$ cat src/rfm_defs.vh
// constants for the redundancy fault manager
`ifndef RFM_DEFS_VH
`define RFM_DEFS_VH
// register byte offsets
`define RFM_CTRL_OFS      5'h00
`define RFM_STATUS_OFS    5'h04
`define RFM_MASK_LO_OFS   5'h08
`define RFM_MASK_HI_OFS   5'h0C
`define RFM_WDOG_OFS      5'h10
`define RFM_CFG_OFS       5'h14
// control register fields
`define RFM_CTRL_MAGIC1_LSB 0
`define RFM_CTRL_MAGIC2_LSB 8
`define RFM_CTRL_RECOV_BIT  16
`define RFM_CTRL_SMRST_BIT  17
`define RFM_CTRL_TEST_BIT   24
// status register fields
`define RFM_ST_FATAL_BIT    0
`define RFM_ST_ILLEGAL_BIT  1
`define RFM_ST_UE_BIT       2
`define RFM_ST_WDOG_BIT     3
`define RFM_ST_MISCMP_BIT   4
`define RFM_ST_STATE_LSB    8
// reset values and defaults
`define RFM_MASK_RESET      64'hFFFFFFFFFFFFFFFF
`define RFM_MAGIC1_DEF      8'h00
`define RFM_MAGIC2_DEF      8'h00
`define RFM_WDOG_WIDTH_DEF  30
`endif

$ cat src/rfm_manager.v
// redundancy fault manager top with avalon-mm register slave
//
// Local design decisions: the Avalon-MM interface to the registers and the address map.
`timescale 1ns/1ps
`include "rfm_defs.vh"
module rfm_manager #(
    parameter       NUM_CMP         = 1,
    parameter       LOCKSTEP        = 0,
    parameter       ILLEGAL_FATAL   = 1,
    parameter       USE_TMR_DISABLE = 1,
    parameter       USE_DBG_DISABLE = 1,
    parameter       UE_FATAL        = 1,
    parameter       USE_MASK        = 1,
    parameter       WDOG_EXTERNAL   = 0,
    parameter       WDOG_WIDTH      = `RFM_WDOG_WIDTH_DEF,
    parameter [7:0] MAGIC1          = `RFM_MAGIC1_DEF,
    parameter [7:0] MAGIC2          = `RFM_MAGIC2_DEF,
    parameter [63:0] MASK_RESET     = `RFM_MASK_RESET
) (
    input  wire                 clock_i,
    input  wire                 rst_i,
    input  wire [4:0]           avs_address_i,
    input  wire                 avs_read_i,
    input  wire                 avs_write_i,
    input  wire [31:0]          avs_writedata_i,
    input  wire [3:0]           avs_byteenable_i,
    output reg  [31:0]          avs_readdata_o,
    output wire                 avs_waitrequest_o,
    input  wire [3*NUM_CMP-1:0] miscompare_i,
    input  wire                 tmr_disable_i,
    input  wire                 debug_disable_i,
    input  wire                 bus_uncorrectable_error_in_i,
    input  wire                 watchdog_expired_i,
    output wire                 fatal_reset_o,
    output wire                 recover_reset_o,
    output wire                 test_mode_o,
    output wire                 lockstep_break_o,
    output wire [1:0]           state_o
);
    // ==========================================
    // states
    localparam [1:0] ST_RUN     = 2'b00;
    localparam [1:0] ST_RECOVER = 2'b01;
    localparam [1:0] ST_BREAK   = 2'b10;
    localparam [1:0] ST_FATAL   = 2'b11;

    // ==========================================
    // declarations
    reg  [3*NUM_CMP-1:0] cmp_s1_reg;
    reg  [3*NUM_CMP-1:0] cmp_s2_reg;
    reg  [1:0]           tmrd_s_reg;
    reg  [1:0]           dbgd_s_reg;
    reg  [1:0]           ue_s_reg;
    reg  [63:0]          mask_reg;
    reg                  test_reg;
    reg                  recov_req_reg;
    reg                  smrst_req_reg;
    reg  [1:0]           state_reg;
    reg  [1:0]           state_next;
    reg                  fatal_st_reg;
    reg                  illegal_st_reg;
    reg                  ue_st_reg;
    reg                  wdog_st_reg;
    reg                  miscmp_st_reg;
    reg                  ack_reg;
    reg                  illegal_any;
    reg                  legal_any;
    reg  [NUM_CMP-1:0]   cmp_active;
    integer              k;
    wire                 tmr_off;
    wire                 dbg_off;
    wire                 ue_hit;
    wire                 wdog_exp;
    wire                 fatal_cond;
    wire                 wr_hit;
    wire                 ctrl_wr;
    wire                 wdog_kick;
    wire [7:0]           st_byte;

    // ==========================================
    // helper: one-hot check for a comparator group
    function illegal_of;
        input [2:0] m;
        begin
            illegal_of = (m == 3'b001) || (m == 3'b010) || (m == 3'b100);
        end
    endfunction

    // ==========================================
    // input synchronisers
    always @(posedge clock_i or posedge rst_i) begin
        if (rst_i) begin
            cmp_s1_reg <= {(3*NUM_CMP){1'b0}};
            cmp_s2_reg <= {(3*NUM_CMP){1'b0}};
            tmrd_s_reg <= 2'h0;
            dbgd_s_reg <= 2'h0;
            ue_s_reg   <= 2'h0;
        end else begin
            cmp_s1_reg <= miscompare_i;
            cmp_s2_reg <= cmp_s1_reg;
            tmrd_s_reg <= {tmrd_s_reg[0], tmr_disable_i};
            dbgd_s_reg <= {dbgd_s_reg[0], debug_disable_i};
            ue_s_reg   <= {ue_s_reg[0], bus_uncorrectable_error_in_i};
        end
    end

    assign tmr_off = (USE_TMR_DISABLE != 0) && tmrd_s_reg[1];
    assign dbg_off = (USE_DBG_DISABLE != 0) && dbgd_s_reg[1];
    assign ue_hit  = (UE_FATAL != 0) && ue_s_reg[1];

    // ==========================================
    // comparator evaluation
    always @* begin
        illegal_any = 1'b0;
        legal_any   = 1'b0;
        for (k = 0; k < NUM_CMP; k = k + 1) begin
            cmp_active[k] = (USE_MASK == 0) || mask_reg[k] || !dbg_off;
            if (cmp_active[k] && !tmr_off && (LOCKSTEP == 0)) begin
                if (illegal_of(cmp_s2_reg[3*k +: 3])) begin
                    illegal_any = 1'b1;
                end else if (|cmp_s2_reg[3*k +: 3]) begin
                    legal_any = 1'b1;
                end
            end else if (cmp_active[k] && !tmr_off) begin
                if (cmp_s2_reg[3*k]) begin
                    legal_any = 1'b1;
                end
            end
        end
    end

    // ==========================================
    // watchdog
    assign wr_hit    = avs_write_i && ack_reg;
    assign wdog_kick = wr_hit && (avs_address_i == `RFM_WDOG_OFS);
    assign ctrl_wr   = wr_hit && (avs_address_i == `RFM_CTRL_OFS);

    rfm_watchdog #(
        .WIDTH    (WDOG_WIDTH),
        .EXTERNAL (WDOG_EXTERNAL)
    ) u_wdog (
        .clock_i       (clock_i),
        .rst_i         (rst_i),
        .kick_i        (wdog_kick),
        .ext_expired_i (watchdog_expired_i),
        .expired_o     (wdog_exp)
    );

    assign fatal_cond = wdog_exp
        || ue_hit
        || (illegal_any && (ILLEGAL_FATAL != 0));

    // ==========================================
    // redundancy state machine
    always @* begin
        state_next = state_reg;
        case (state_reg)
            ST_RUN: begin
                if (fatal_cond) begin
                    state_next = ST_FATAL;
                end else if (legal_any && (LOCKSTEP != 0)) begin
                    state_next = ST_BREAK;
                end else if (legal_any || illegal_any) begin
                    state_next = ST_RECOVER;
                end
            end
            ST_RECOVER: begin
                if (fatal_cond) begin
                    state_next = ST_FATAL;
                end else if (recov_req_reg) begin
                    state_next = ST_RUN;
                end
            end
            ST_BREAK: begin
                if (fatal_cond) begin
                    state_next = ST_FATAL;
                end else if (recov_req_reg) begin
                    state_next = ST_RUN;
                end
            end
            ST_FATAL: begin
                if (smrst_req_reg && dbg_off) begin
                    state_next = ST_RUN;
                end
            end
            default: begin
                state_next = ST_RUN;
            end
        endcase
    end

    // ==========================================
    // registers and status
    always @(posedge clock_i or posedge rst_i) begin
        if (rst_i) begin
            state_reg      <= ST_RUN;
            mask_reg       <= MASK_RESET;
            test_reg       <= 1'b0;
            recov_req_reg  <= 1'b0;
            smrst_req_reg  <= 1'b0;
            fatal_st_reg   <= 1'b0;
            illegal_st_reg <= 1'b0;
            ue_st_reg      <= 1'b0;
            wdog_st_reg    <= 1'b0;
            miscmp_st_reg  <= 1'b0;
        end else begin
            state_reg     <= state_next;
            recov_req_reg <= 1'b0;
            smrst_req_reg <= 1'b0;
            if (ctrl_wr && avs_byteenable_i[0] && avs_byteenable_i[2]
                && avs_writedata_i[`RFM_CTRL_MAGIC1_LSB +: 8] == MAGIC1) begin
                recov_req_reg <= avs_writedata_i[`RFM_CTRL_RECOV_BIT];
                smrst_req_reg <= avs_writedata_i[`RFM_CTRL_SMRST_BIT];
            end
            if (ctrl_wr && avs_byteenable_i[1] && avs_byteenable_i[3]
                && avs_writedata_i[`RFM_CTRL_MAGIC2_LSB +: 8] == MAGIC2) begin
                test_reg <= avs_writedata_i[`RFM_CTRL_TEST_BIT];
            end
            if (wr_hit && avs_address_i == `RFM_MASK_LO_OFS) begin
                mask_reg[31:0] <= avs_writedata_i;
            end
            if (wr_hit && avs_address_i == `RFM_MASK_HI_OFS) begin
                mask_reg[63:32] <= avs_writedata_i;
            end
            // write-one-to-clear; a new event wins over the clear
            if (wr_hit && avs_address_i == `RFM_STATUS_OFS) begin
                fatal_st_reg   <= fatal_st_reg & ~avs_writedata_i[`RFM_ST_FATAL_BIT];
                illegal_st_reg <= illegal_st_reg & ~avs_writedata_i[`RFM_ST_ILLEGAL_BIT];
                ue_st_reg      <= ue_st_reg & ~avs_writedata_i[`RFM_ST_UE_BIT];
                wdog_st_reg    <= wdog_st_reg & ~avs_writedata_i[`RFM_ST_WDOG_BIT];
                miscmp_st_reg  <= miscmp_st_reg & ~avs_writedata_i[`RFM_ST_MISCMP_BIT];
            end
            if (fatal_cond) begin
                fatal_st_reg <= 1'b1;
            end
            if (illegal_any) begin
                illegal_st_reg <= 1'b1;
            end
            if (ue_hit) begin
                ue_st_reg <= 1'b1;
            end
            if (wdog_exp) begin
                wdog_st_reg <= 1'b1;
            end
            if (legal_any) begin
                miscmp_st_reg <= 1'b1;
            end
        end
    end

    // ==========================================
    // outputs
    assign fatal_reset_o    = (state_reg == ST_FATAL) && !dbg_off;
    assign recover_reset_o  = (state_reg == ST_RECOVER) && recov_req_reg;
    assign lockstep_break_o = (state_reg == ST_BREAK);
    assign test_mode_o      = test_reg;
    assign state_o          = state_reg;

    // ==========================================
    // avalon-mm slave: one wait cycle per access
    always @(posedge clock_i or posedge rst_i) begin
        if (rst_i) begin
            ack_reg <= 1'b0;
        end else begin
            ack_reg <= (avs_read_i || avs_write_i) && !ack_reg;
        end
    end
    assign avs_waitrequest_o = (avs_read_i || avs_write_i) && !ack_reg;

    assign st_byte = {3'h0, miscmp_st_reg, wdog_st_reg, ue_st_reg, illegal_st_reg, fatal_st_reg};

    always @* begin
        case (avs_address_i)
            `RFM_CTRL_OFS:    avs_readdata_o = {7'h00, test_reg, 24'h000000};
            `RFM_STATUS_OFS:  avs_readdata_o = {22'h000000, state_reg, st_byte};
            `RFM_MASK_LO_OFS: avs_readdata_o = mask_reg[31:0];
            `RFM_MASK_HI_OFS: avs_readdata_o = mask_reg[63:32];
            `RFM_CFG_OFS:     avs_readdata_o = {26'h0000000, dbg_off, tmr_off, 2'h0,
                                                LOCKSTEP != 0, WDOG_EXTERNAL != 0};
            default:          avs_readdata_o = 32'h00000000;
        endcase
    end
endmodule

$ cat src/rfm_watchdog.v
// software watchdog: internal counter or external expiry input
`timescale 1ns/1ps
`include "rfm_defs.vh"
module rfm_watchdog #(
    parameter WIDTH    = `RFM_WDOG_WIDTH_DEF,
    parameter EXTERNAL = 0
) (
    input  wire clock_i,
    input  wire rst_i,
    input  wire kick_i,
    input  wire ext_expired_i,
    output wire expired_o
);
    reg [WIDTH-1:0] count_reg;
    reg             exp_reg;
    reg             ext_s1_reg;
    reg             ext_s2_reg;
    // ==========================================
    // counter and external synchroniser
    always @(posedge clock_i or posedge rst_i) begin
        if (rst_i) begin
            count_reg  <= {WIDTH{1'b0}};
            exp_reg    <= 1'b0;
            ext_s1_reg <= 1'b0;
            ext_s2_reg <= 1'b0;
        end else begin
            ext_s1_reg <= ext_expired_i;
            ext_s2_reg <= ext_s1_reg;
            if (kick_i) begin
                count_reg <= {WIDTH{1'b0}};
            end else if (EXTERNAL == 0 && !exp_reg) begin
                if (&count_reg) begin
                    exp_reg <= 1'b1;
                end
                count_reg <= count_reg + {{(WIDTH-1){1'b0}}, 1'b1};
            end
            if (EXTERNAL != 0 && ext_s2_reg) begin
                exp_reg <= 1'b1;
            end
        end
    end
    assign expired_o = exp_reg;
endmodule

$ cat config.mk
export PLATFORM = sky130hd
export DESIGN_NAME = rfm_manager
export DESIGN_NICKNAME = d
export VERILOG_FILES = /design/src/rfm_manager.v /design/src/rfm_watchdog.v
export VERILOG_INCLUDE_DIRS = /design/src /design/src/src
export SDC_FILE = /design/constraint.sdc
export NUM_CORES = 1
export LEC_CHECK = 0
export BUFFER_PORTS_ARGS = -buffer_cell sky130_fd_sc_hd__buf_2
export CELL_PAD_IN_SITES_DETAIL_PLACEMENT = 1
export CELL_PAD_IN_SITES_GLOBAL_PLACEMENT = 1
export CORE_ASPECT_RATIO = 2
export CORE_MARGIN = 2
export CORE_UTILIZATION = 30
export CTS_BUF_LIST = sky130_fd_sc_hd__clkbuf_16
export DETAILED_ROUTE_END_ITERATION = 6
export PLACE_DENSITY_LB_ADDON = 0.1
export RECOVER_POWER = 100
export SLEW_MARGIN = 5
export SYNTH_ARGS = -nofsm -noshare
export SYNTH_HDL_FRONTEND = slang
export SYNTH_HIERARCHICAL = 1
export SYNTH_SLANG_ARGS = --single-unit
$ cat constraint.sdc
create_clock -name clock_i -period 3 [get_ports clock_i]
set_input_delay 0.3 -clock clock_i [delete_from_list [all_inputs] [get_ports clock_i]]
set_output_delay 0.3 -clock clock_i [all_outputs]
set_load 0.005 [all_outputs]
==> impl_results.md, run 1 <==
* Worst slew margin at -30.00%
* CP Max Fanout at 32
* Io pins at 91
* Post-synthesis cell area at 5589 um^2
* Cts repair resizes at 0
* Status: complete, but fails checks
* Root Buffer: clkbuf_16
* Routed length on met2 at between 8000 and 9000 um
* CP startpoint kind: primary input
* Worst-margin pin slew at 1939 ps
* Syn-to-layout area delta at 20.77%
* Drt drc at 0
* First-pass GRT wire length at 24330 um
* Total clock sinks at 118
* Syn avg cell area at about 13 um^2
* Final min period at around 2400 ps
* Fraction of registers with async set/reset at 100.0%
* Clock power share at between 40% and 50%
* Leakage at 2.877 nW
* NetSw at approximately 1.1 mW
* Top Layer Used: met5
* CTS tree: yes
* Crit path kind: primary input to output port
* # H-tree levels at 4
* Tcrit/Tclk final at 79.56%
* Pwr per Cell Area at 702.2 nW/um^2
* Post-DP HPWL at between 10000 and 15000 um
* Clock transition at path regs at 60 ps
* Fraction of layout cells with a size suffix above 1 at 36.79%
* Max IR drop VDD at 0.0002747 V
* Setup TNS at 0 ps
* Initial core utilization at a little over 30%
* Critical Path AT at 2090 ps
* CORE AREA at 18310 um^2
* DR WL met3 at 582 um
* Dpl cells at 738
* Synth Flop Type: dfstp_2
* Comb power frac at between 10% and 20%
* Largest net degree at the start of global routing at 45
* Vias per cell at 5.094
* Unrepaired setup endpoints after global routing: no
* DRT iter0 DRCs at 70
* Max FFs per register at 64
* Crit path required time at 2700 ps
* Die Y at just under 200 um
* Worst hold path type: primary input to flip-flop
* Clk buf depth at 2
* Drt total wl at 14840 um
* Switching part of the total at ~24%
* Yosys cell types at 57
* Syn Nets at 501
* Synth Register Bits at 118
* DRT Pass-1 Iters at 4
* Clk_lat worst skew at 410 ps
* Final hold vios at 0
* Tot Pwr at around 4.7 mW
* GP Congestion at 0.7821
* Final Max Slew Viols at 77
* Number of flops mapped to enable cells by yosys at 0
* Grt total ovfl at 0
* Largest area contributor in the netlist: dfstp_2
* Max-Cap Viols at 2
* Tot GR Track Use at 16.12%
* Post-Layout Cell Count at 777
* # rows at 70
* DR WL/cell at 19.10 um
* DR vias at 3958
* Highest clock rate at 0.4190 GHz
* Synth top area cells: dfstp_2 30%, dfrtp_1 24%, mux2_4 8.1%, mux2_2 7.1%, a22o_1 3.8%
* Reg2Reg Setup Slack at 690 ps
* Violated checks: capacitance limit, slew limit
* Internal power at 3.601 mW
* Die W at 100.5 um
* Die Area at 19800 um^2
* Vias in the first global route at 4464
* Seq/Total Area, Yosys at 54.26%
* Initial antenna violation count at 2
* Post-route ant nets at 0
* Final setup vio count at 0
* Sequential power share at 43.2%
* Worst setup EP type: output port
* Yosys top cell area share at 30.09%
* PortBufs at 89
* Synth warn at 6
* Hold slack at 122.3 ps
* Cells after synthesis at between 400 and 500
* DRT met1 WL at 5559 um
* Total CTS buffers at 17
* Fin nets at approximately 600
* Post-Route Skew at 10.71 ps
## what timing repair did
item / CTS / global route
hold buffers: 6 / 0
hold endpoints to repair: 6 / 0
buffers inserted: 0 / 0
## power by group through the flow
stage / Clock (mW) / Sequential, mW / Combinational, mW
after floorplan: 0 / 2.03 / 0.411
final: 2.16 / 2.05 / 0.535
after CTS: 2.23 / 2.06 / 0.611
after detailed placement: 0 / 2.08 / 0.597
after global routing: 2.29 / 2.09 / 0.608
after global placement: 0 / 2.06 / 0.561
## layout make-up
cell class                      instances  area, um^2
Fill cell                            2010       11550
Sequential cell                       118        3033
Multi-Input combinational cell        292        2245
Timing Repair Buffer                  107       538.0
Clock buffer                           17       425.4
Tap cell                              216       270.3
Clock inverter                         15       193.9
Inverter                               11       42.54
Antenna cell                            1       2.502
## cell usage in the layout (no fill, tap or decap), types with 8 or more instances in the layout
cell type	netlist	final
buf_2	4	64
dfstp_2	64	64
dfrtp_1	54	54
mux2_2	35	34
mux2_1	2	32
clkbuf_1	8	30
nand2_1	27	28
a22o_1	24	24
a21oi_1	19	19
clkbuf_16	0	17
nor2_1	17	16
inv_1	10	12
or4_1	12	12
o31ai_1	11	11
nand3_1	9	10
nor3_1	4	8
o21ai_0	8	8
nor4_1	8	8
## metal layers
| layer | GRT usage, % | up-vias |
|---|---|---|
| met5 | 0 | - |
| met4 | 5.987 | 4 |
| met3 | 4.105 | 19 |
| met2 | 29.93 | 76 |
| met1 | 17.13 | 2019 |
| li1 | - | 1840 |
## synthesized netlist by cell type (all sizes together) (2+ instances only)
master,instances
and2,5
nor3b,2
a21oi,19
mux2,67
or4,12
buf,14
o21ai,8
nor4,8
a21bo,2
xnor2,3
nor2b,4
nand2b,5
inv,11
nor2,18
dfstp,64
a32oi,2
a22o,24
nand3,10
a221o,3
and4,4
or3,7
ha,6
o31ai,11
a22oi,5
a21o,3
xor2,7
dfrtp,54
nand4,7
clkbuf,8
nor3,8
nand2,28
## logic make-up after synthesis
family	count (synthesis)	share of synthesized area [%]
DFF	118	54.26
AOI/OAI and AO/OA	84	11.08
and+or+nand+nor	123	12.83
muxes	68	15.69
buffers and inverters	33	3.044
xor gates and xnor gates	10	1.567
adders and majority gates	7	1.522
## critical path: stages
cell	delay, ps
buf_2	100
nor3_1	230
nand2_1	210
nor2_4	130
clkbuf_2	660
a32oi_1	120
nand2_1	190
buf_2	140
## worst paths after layout
check | from | endpoint | depth (start not counted)
worst max-delay path | avs_address_i[0] | avs_readdata_o[4] | 8
worst min-delay path | avs_writedata_i[18] | mask_reg[50] | 2
worst max register to register | ack_reg | u_wdog/count_reg[24] | 7
worst min register to register | dbgd_s_reg[0] | dbgd_s_reg[1] | 0
max in group asynchronous | rst_i | ack_reg | 3
min in group asynchronous | rst_i | cmp_s1_reg[0] | 2
## stage by stage
stage	setup WS, ps	utilization, %	area [um^2]
floorplan	555.7	-	5589
global placement	401.9	34.45	6306
detailed placement	350.1	34.45	6306
CTS	679.1	38.16	6985
global route	284.7	36.86	6748
finish	613.1	36.88	6750
Note: power is estimated with default switching activity, not from simulation.
==> run 2, diff against run 1 <==
Settings changed: ABC_AREA set to 1.
Clock period 3 ns to 2.3 ns, I/O delays scaled along.
==> impl_results.md, run 2 <==
* Status: finished, final reports clean
* Initial antenna violation count at 0
* Critical Path AT at 1700 ps
* Vias per cell at 4.684
* Post-synthesis cell area at 5942 um^2
* Die Area at 21020 um^2
* Post-Route Skew at 6.605 ps
* Max-Cap Viols at 0
* Seq/Total Area, Yosys at 51.04%
* Fin nets at 854
* Yosys top cell area share at 28.30%
* Met2 Use GR at approximately 34%
* Drt drc at 0
* Cells after synthesis at 692
* DR WL/cell at about 16 um
* Most common cell after layout, fill and taps aside: nand2_1
* Syn-to-layout area delta at 20.15%
* Syn avg cell area at approximately 8.6 um^2
* # diodes at 0
* Leakage at 3.370 nW
* Gr busiest metal: met2
* Initial core utilization at between 30% and 40%
* Unrepaired setup endpoints after global routing: no
* Clk_lat worst skew at about 410 ps
* Multi-input logic area at roughly 2300 um^2
* Hold slack at ~50 ps
* Fraction of layout cells with a size suffix above 1 at between 20% and 30%
* CTS tree: yes
* Total CTS buffers at 17
* Clk buf depth at 2
* Tot GR Track Use at 17.37%
* Crit path required time at between 2000 and 2500 ps
* Highest clock rate at 0.5184 GHz
* Synth Register Bits at between 100 and 150
* Max FFs per register at 64
* Grt total ovfl at 0
* Post-route setup slack at 371.0 ps
* Post-CTS Setup Inserts at 0
* Pwr per Cell Area at 842.3 nW/um^2
* # H-tree levels at 4
* Number of flops mapped to enable cells by yosys at 0
* PortBufs at 89
* Largest net degree at the start of global routing at 65
* Register area at a little over 3000 um^2
* Synth top area cells: dfstp_2 28%, dfrtp_1 23%, nand2_1 12%, inv_1 5.4%, o21ai_2 4.7%
* Setup TNS at 0 ps
* Commonest cells after routing, fill and taps aside: 191 x nand2_1, 87 x inv_1, 78 x o21ai_0, 69 x nor2_1, 67 x buf_2
* Post-DP HPWL at 12790 um
* Placed Area at 6650 um^2
* CP max stage delay at 320 ps
* Final setup vio count at 0
* Worst slew margin at between 10 and 15%
* CORE AREA at 19370 um^2
* CP startpoint kind: primary input
* Tcrit/Tclk final at a little over four fifths
* Clock transition at path regs at 50 ps
* CP most frequent cell: buf_2
* Crit path buf inv count at 4
* DR vias at 5002
* Total clock sinks at 118
* Io pins at 91
* Die Y at 203.0 um
* M3 GR Usage at 2.889%
* Worst-margin pin slew at about 1300 ps
* CP Max Fanout at 24
* Crit path kind: primary input to output port
* Worst path top cell family by delay: buffers and inverters
* Fillers at 2354
* Crit-path cells: buf_2, nor2_1, nand3_1, inv_4, buf_4, a22o_1, buf_2
* Grt met1 use at 17.56%
* Post-Layout Cell Count at 1068
* Final min period at 1929 ps
* # rows at between 70 and 80
* Max IR drop VDD at between 0.0003 and 0.0004 V
* First-pass GRT wire length at 28570 um
* Post-route ant nets at 0
* GP Congestion at about 0.85
* Vias in the first global route at 5526
* Largest area contributor in the netlist: dfstp_2
* Yosys cell types at 31
* Commonest cells in the netlist: 188 x nand2_1, 86 x inv_1, 67 x nor2_1
* Critical-path top delay cell: inv_4
* Core Util, Final at a little under two fifths
* DRT Pass-1 Iters at 4
* DRT iter0 DRCs at 187
* Die W at 103.5 um
* Final hold vios at 0
* Drt total wl at 17280 um
* Count leader, synth: nand2_1
* Synth Flop Type: dfstp_2
* Syn Nets at 750
* Final Max Slew Viols at 0
* Fraction of registers with async set/reset at 100.0%
* Synth warn at 6
* Final Cell Area at between 7000 and 8000 um^2
* Cts repair resizes at 0
* Tot Pwr at 6.014 mW
* Worst setup EP type: output port
* Root Buffer: clkbuf_16
* Dpl cells at 1029
* Pre-CTS WS at 315.2 ps
* Worst hold path type: primary input to flip-flop
-- run 2: cell count changes after synthesis, sizes merged, moves of 7 or more --
cell,delta
nand2,+168
inv,+80
o21ai,+74
mux2,-67
nor2,+61
nand3,+25
or4,-12
o31ai,-11
clkbuf,-8
or3,-7
xor2,-7
-- run 2: layout make-up --
type	instances	share of cell area [%]
flip-flops and latches	118	42.48
multi-input cells	463	31.62
repair buffers	105	8.079
clock buffers	20	7.010
inverters	91	4.837
clock inverters	12	1.437
well taps	259	4.539
-- run 2: worst register-to-register path: cells and delay by family, from the launching register on --
family,cells,cell delay (ps)
simple gates,9,1190
flops,1,340
buf+inv,2,280
-- run 2: kinds of logic (layout without fill, tap and decap cells) --
logic type               Yosys count  in the layout  share of synthesized area, %
adder cells (fa/ha/maj)            6              6                         1.263
flip-flops                       118            118                         51.04
AND/OR/NAND/NOR                  331            331                         24.72
AO/OA/AOI/OAI                    126            126                         14.32
buffers and inverters            111            228                         8.654
-- run 2: where the power goes --
group          total [mW]  internal, mW  leakage (nW)  switching, mW
registers            2.60          2.43          1.30          0.175
logic               0.720         0.280          1.76          0.439
clock network        2.69          1.76         0.304          0.936
-- run 2: timing repair --
item                       in CTS  in global routing
hold buffers                    7                  0
setup endpoints to repair       0                  0
hold endpoints to repair       43                  0
-- run 2: routing by layer --
| layer | routed length (um) | vias up |
|---|---|---|
| met1 | 6309 | 2465 |
| met2 | 10040 | 90 |
| met4 | 501 | 0 |
| met5 | 0 | - |
| li1 | - | 2423 |
| met3 | 435 | 24 |
-- run 2: final timing paths --
check	start	endpoint	slack [ps]	depth (start not counted)
max in group asynchronous	rst_i	mask_reg[57]	620	4
min reg2reg	tmrd_s_reg[0]	tmrd_s_reg[1]	350	0
min	avs_writedata_i[19]	mask_reg[19]	50	3
max reg2reg	ack_reg	u_wdog/count_reg[19]	420	11
min in group asynchronous	rst_i	u_wdog/count_reg[6]	670	4
max	avs_address_i[1]	avs_readdata_o[31]	370	7
==> run 3, diff against run 2 <==
Settings changed: ABC_AREA 1 to 0.
Clock period 2.3 ns to 1.6 ns, I/O delays scaled along.
==> impl_results.md, run 3 (same netlist as run 1, synthesis figures left out) <==
* Status: complete, but fails checks
* Violated checks: setup timing
* Max IR drop VDD at 0.0005737 V
* Tot Pwr at between 9 and 10 mW
* Worst slew margin at 42.00%
* Crit path kind: flip-flop to flip-flop
* Worst-margin pin slew at approximately 870 ps
* Total CTS buffers at 17
* Tcrit/Tclk final at 126.0%
* Root Buffer: clkbuf_16
* First-pass GRT wire length at 28610 um
* Setup TNS at -7966 ps
* Most common cell after layout, fill and taps aside: buf_2
* Largest net degree at the start of global routing at 32
* Worst setup EP type: flip-flop
* Initial antenna violation count at 0
* Vias per cell at between 5 and 6
* Critical Path AT at 2360 ps
* CORE AREA at 18310 um^2
* Vias in the first global route at 5232
* Core Util, Final at 47.59%
* Final setup vio count at 66
* Grt total ovfl at 0
* Fraction of layout cells with a size suffix above 1 at 63.39%
* Post-route setup slack at -416.3 ps
* Post-route ant nets at 0
* Tot GR Track Use at a little under a fifth
* Final Max Slew Viols at 0
* CP startpoint kind: flip-flop
* Clk_lat worst skew at ~420 ps
* # H-tree levels at 4
* Commonest cells after routing, fill and taps aside: 77 x buf_2, 69 x buf_4, 64 x dfstp_2, 54 x dfrtp_1, 44 x mux2_4
* Post-Route Skew at between 10 and 15 ps
* PortBufs at 89
* Clk buf depth at 2
* GP Congestion at between 0.8 and 0.9
* Post-DP HPWL at 11690 um
* Unrepaired setup endpoints after global routing: yes
* DR vias at roughly 4600
* Die W at 100.5 um
* CP Max Fanout at 8
* Fin nets at 736
* Final min period at slightly above 2000 ps
* Io pins at between 90 and 100
* Leakage at 3.978 nW
* CTS tree: yes
* Max FFs per register at 64
* # rows at 70
* DR WL/cell at 20.09 um
* Max-Cap Viols at 0
* DRT iter0 DRCs at 106
* Pwr per Cell Area at 1070 nW/um^2
* Highest clock rate at 0.4959 GHz
* Syn-to-layout area delta at 55.88%
* Crit path required time at 1950 ps
* Total clock sinks at 118
* Worst hold path type: primary input to flip-flop
* Die Area at between 15000 and 20000 um^2
* Clock transition at path regs at about 60 ps
* Initial core utilization at 30.53%
* Final hold vios at 0
* # diodes at 0
* Drt drc at 0
* Die Y at 197.0 um
* Drt total wl at 18220 um
* DRT Pass-1 Iters at 4
==> run 3: changes by cell type in the layout (fill, tap and decap cells not counted), sizes merged, moves of 7 or more <==
| cell | previous run | this run |
|---|---|---|
| buf | 72 | 200 |
| clkbuf | 46 | 34 |
| dlygate4sd3 | 7 | 21 |
| inv | 91 | 13 |
| mux2 | 0 | 67 |
| nand2 | 196 | 28 |
| nand3 | 35 | 10 |
| nor2 | 79 | 18 |
| o21ai | 82 | 8 |
| o31ai | 0 | 11 |
| or3 | 0 | 7 |
| or4 | 0 | 12 |
| xor2 | 0 | 7 |
==> run 3: through the flow <==
step / area (um^2) / worst slack [ps] / hold WS (ps) / cells
after floorplan: 5623 / -339.1 / 191.4 / 443
after global placement: 6967 / -646.4 / 268.3 / 811
after detailed placement: 6967 / -682.1 / 270.2 / 811
after CTS: 8544 / -360.8 / 0.6956 / 901
after global routing: 8712 / -463.6 / 13.83 / 907
final: 8712 / -416.3 / 14.42 / 907
==> run 3: critical path, cell delays in order, from the launching register on <==
cell     delay (ps)
dfrtp_1         390
nand4_1         200
or4_4           600
buf_6           160
or4_4           470
a21oi_2         120
==> run 3: layout make-up <==
class,count,area (um^2)
fill,1947,9593
sequential,118,3033
multi-input combinational,292,2765
timing repair buffer,238,2033
clock buffer,17,425.4
tap,216,270.3
clock inverter,15,140.1
inverter,11,45.04
==> run 3: where the power goes <==
group	leakage (nW)	internal (mW)	switching (mW)
Clock	0.277	2.27	1.44
Combinational	2.36	1.04	0.771
Sequential	1.34	3.55	0.264
Total	3.98	6.85	2.47
==> run 3: worst paths after layout <==
check                           slack (ps)            startpoint              endpoint  cells past startpoint
worst max register to register        -420  u_wdog/count_reg[12]  u_wdog/count_reg[28]                      5
max in group asynchronous              330                 rst_i          mask_reg[16]                      4
min in group asynchronous              380                 rst_i           test_mode_o                      3
worst min-delay path                    10   avs_writedata_i[17]         smrst_req_reg                      2
worst min register to register         350         dbgd_s_reg[0]         dbgd_s_reg[1]                      0
worst max-delay path                  -420  u_wdog/count_reg[12]  u_wdog/count_reg[28]                      5
==> run 3: layer usage <==
metal | share of wire (%) | vias to the layer above | global-route usage [%] | wire length, um
met3 | 2.7 | 19 | 3.220 | 498
met2 | 58 | 76 | 36.66 | 10610
met1 | 37 | 2363 | 19.98 | 6809
li1 | - | 2111 | - | -
met4 | 1.7 | 0 | 7.002 | 302
met5 | 0 | - | 0 | 0
==> run 3: what timing repair did <==
item / 4_1_cts / 5_1_grt
resized for setup: 75 / 66
setup endpoints to repair: 69 / 123
hold buffers: 21 / 0
setup buffers: 31 / 14
hold endpoints to repair: 64 / 0
pin swaps: 43 / 36
gates cloned: 9 / 4
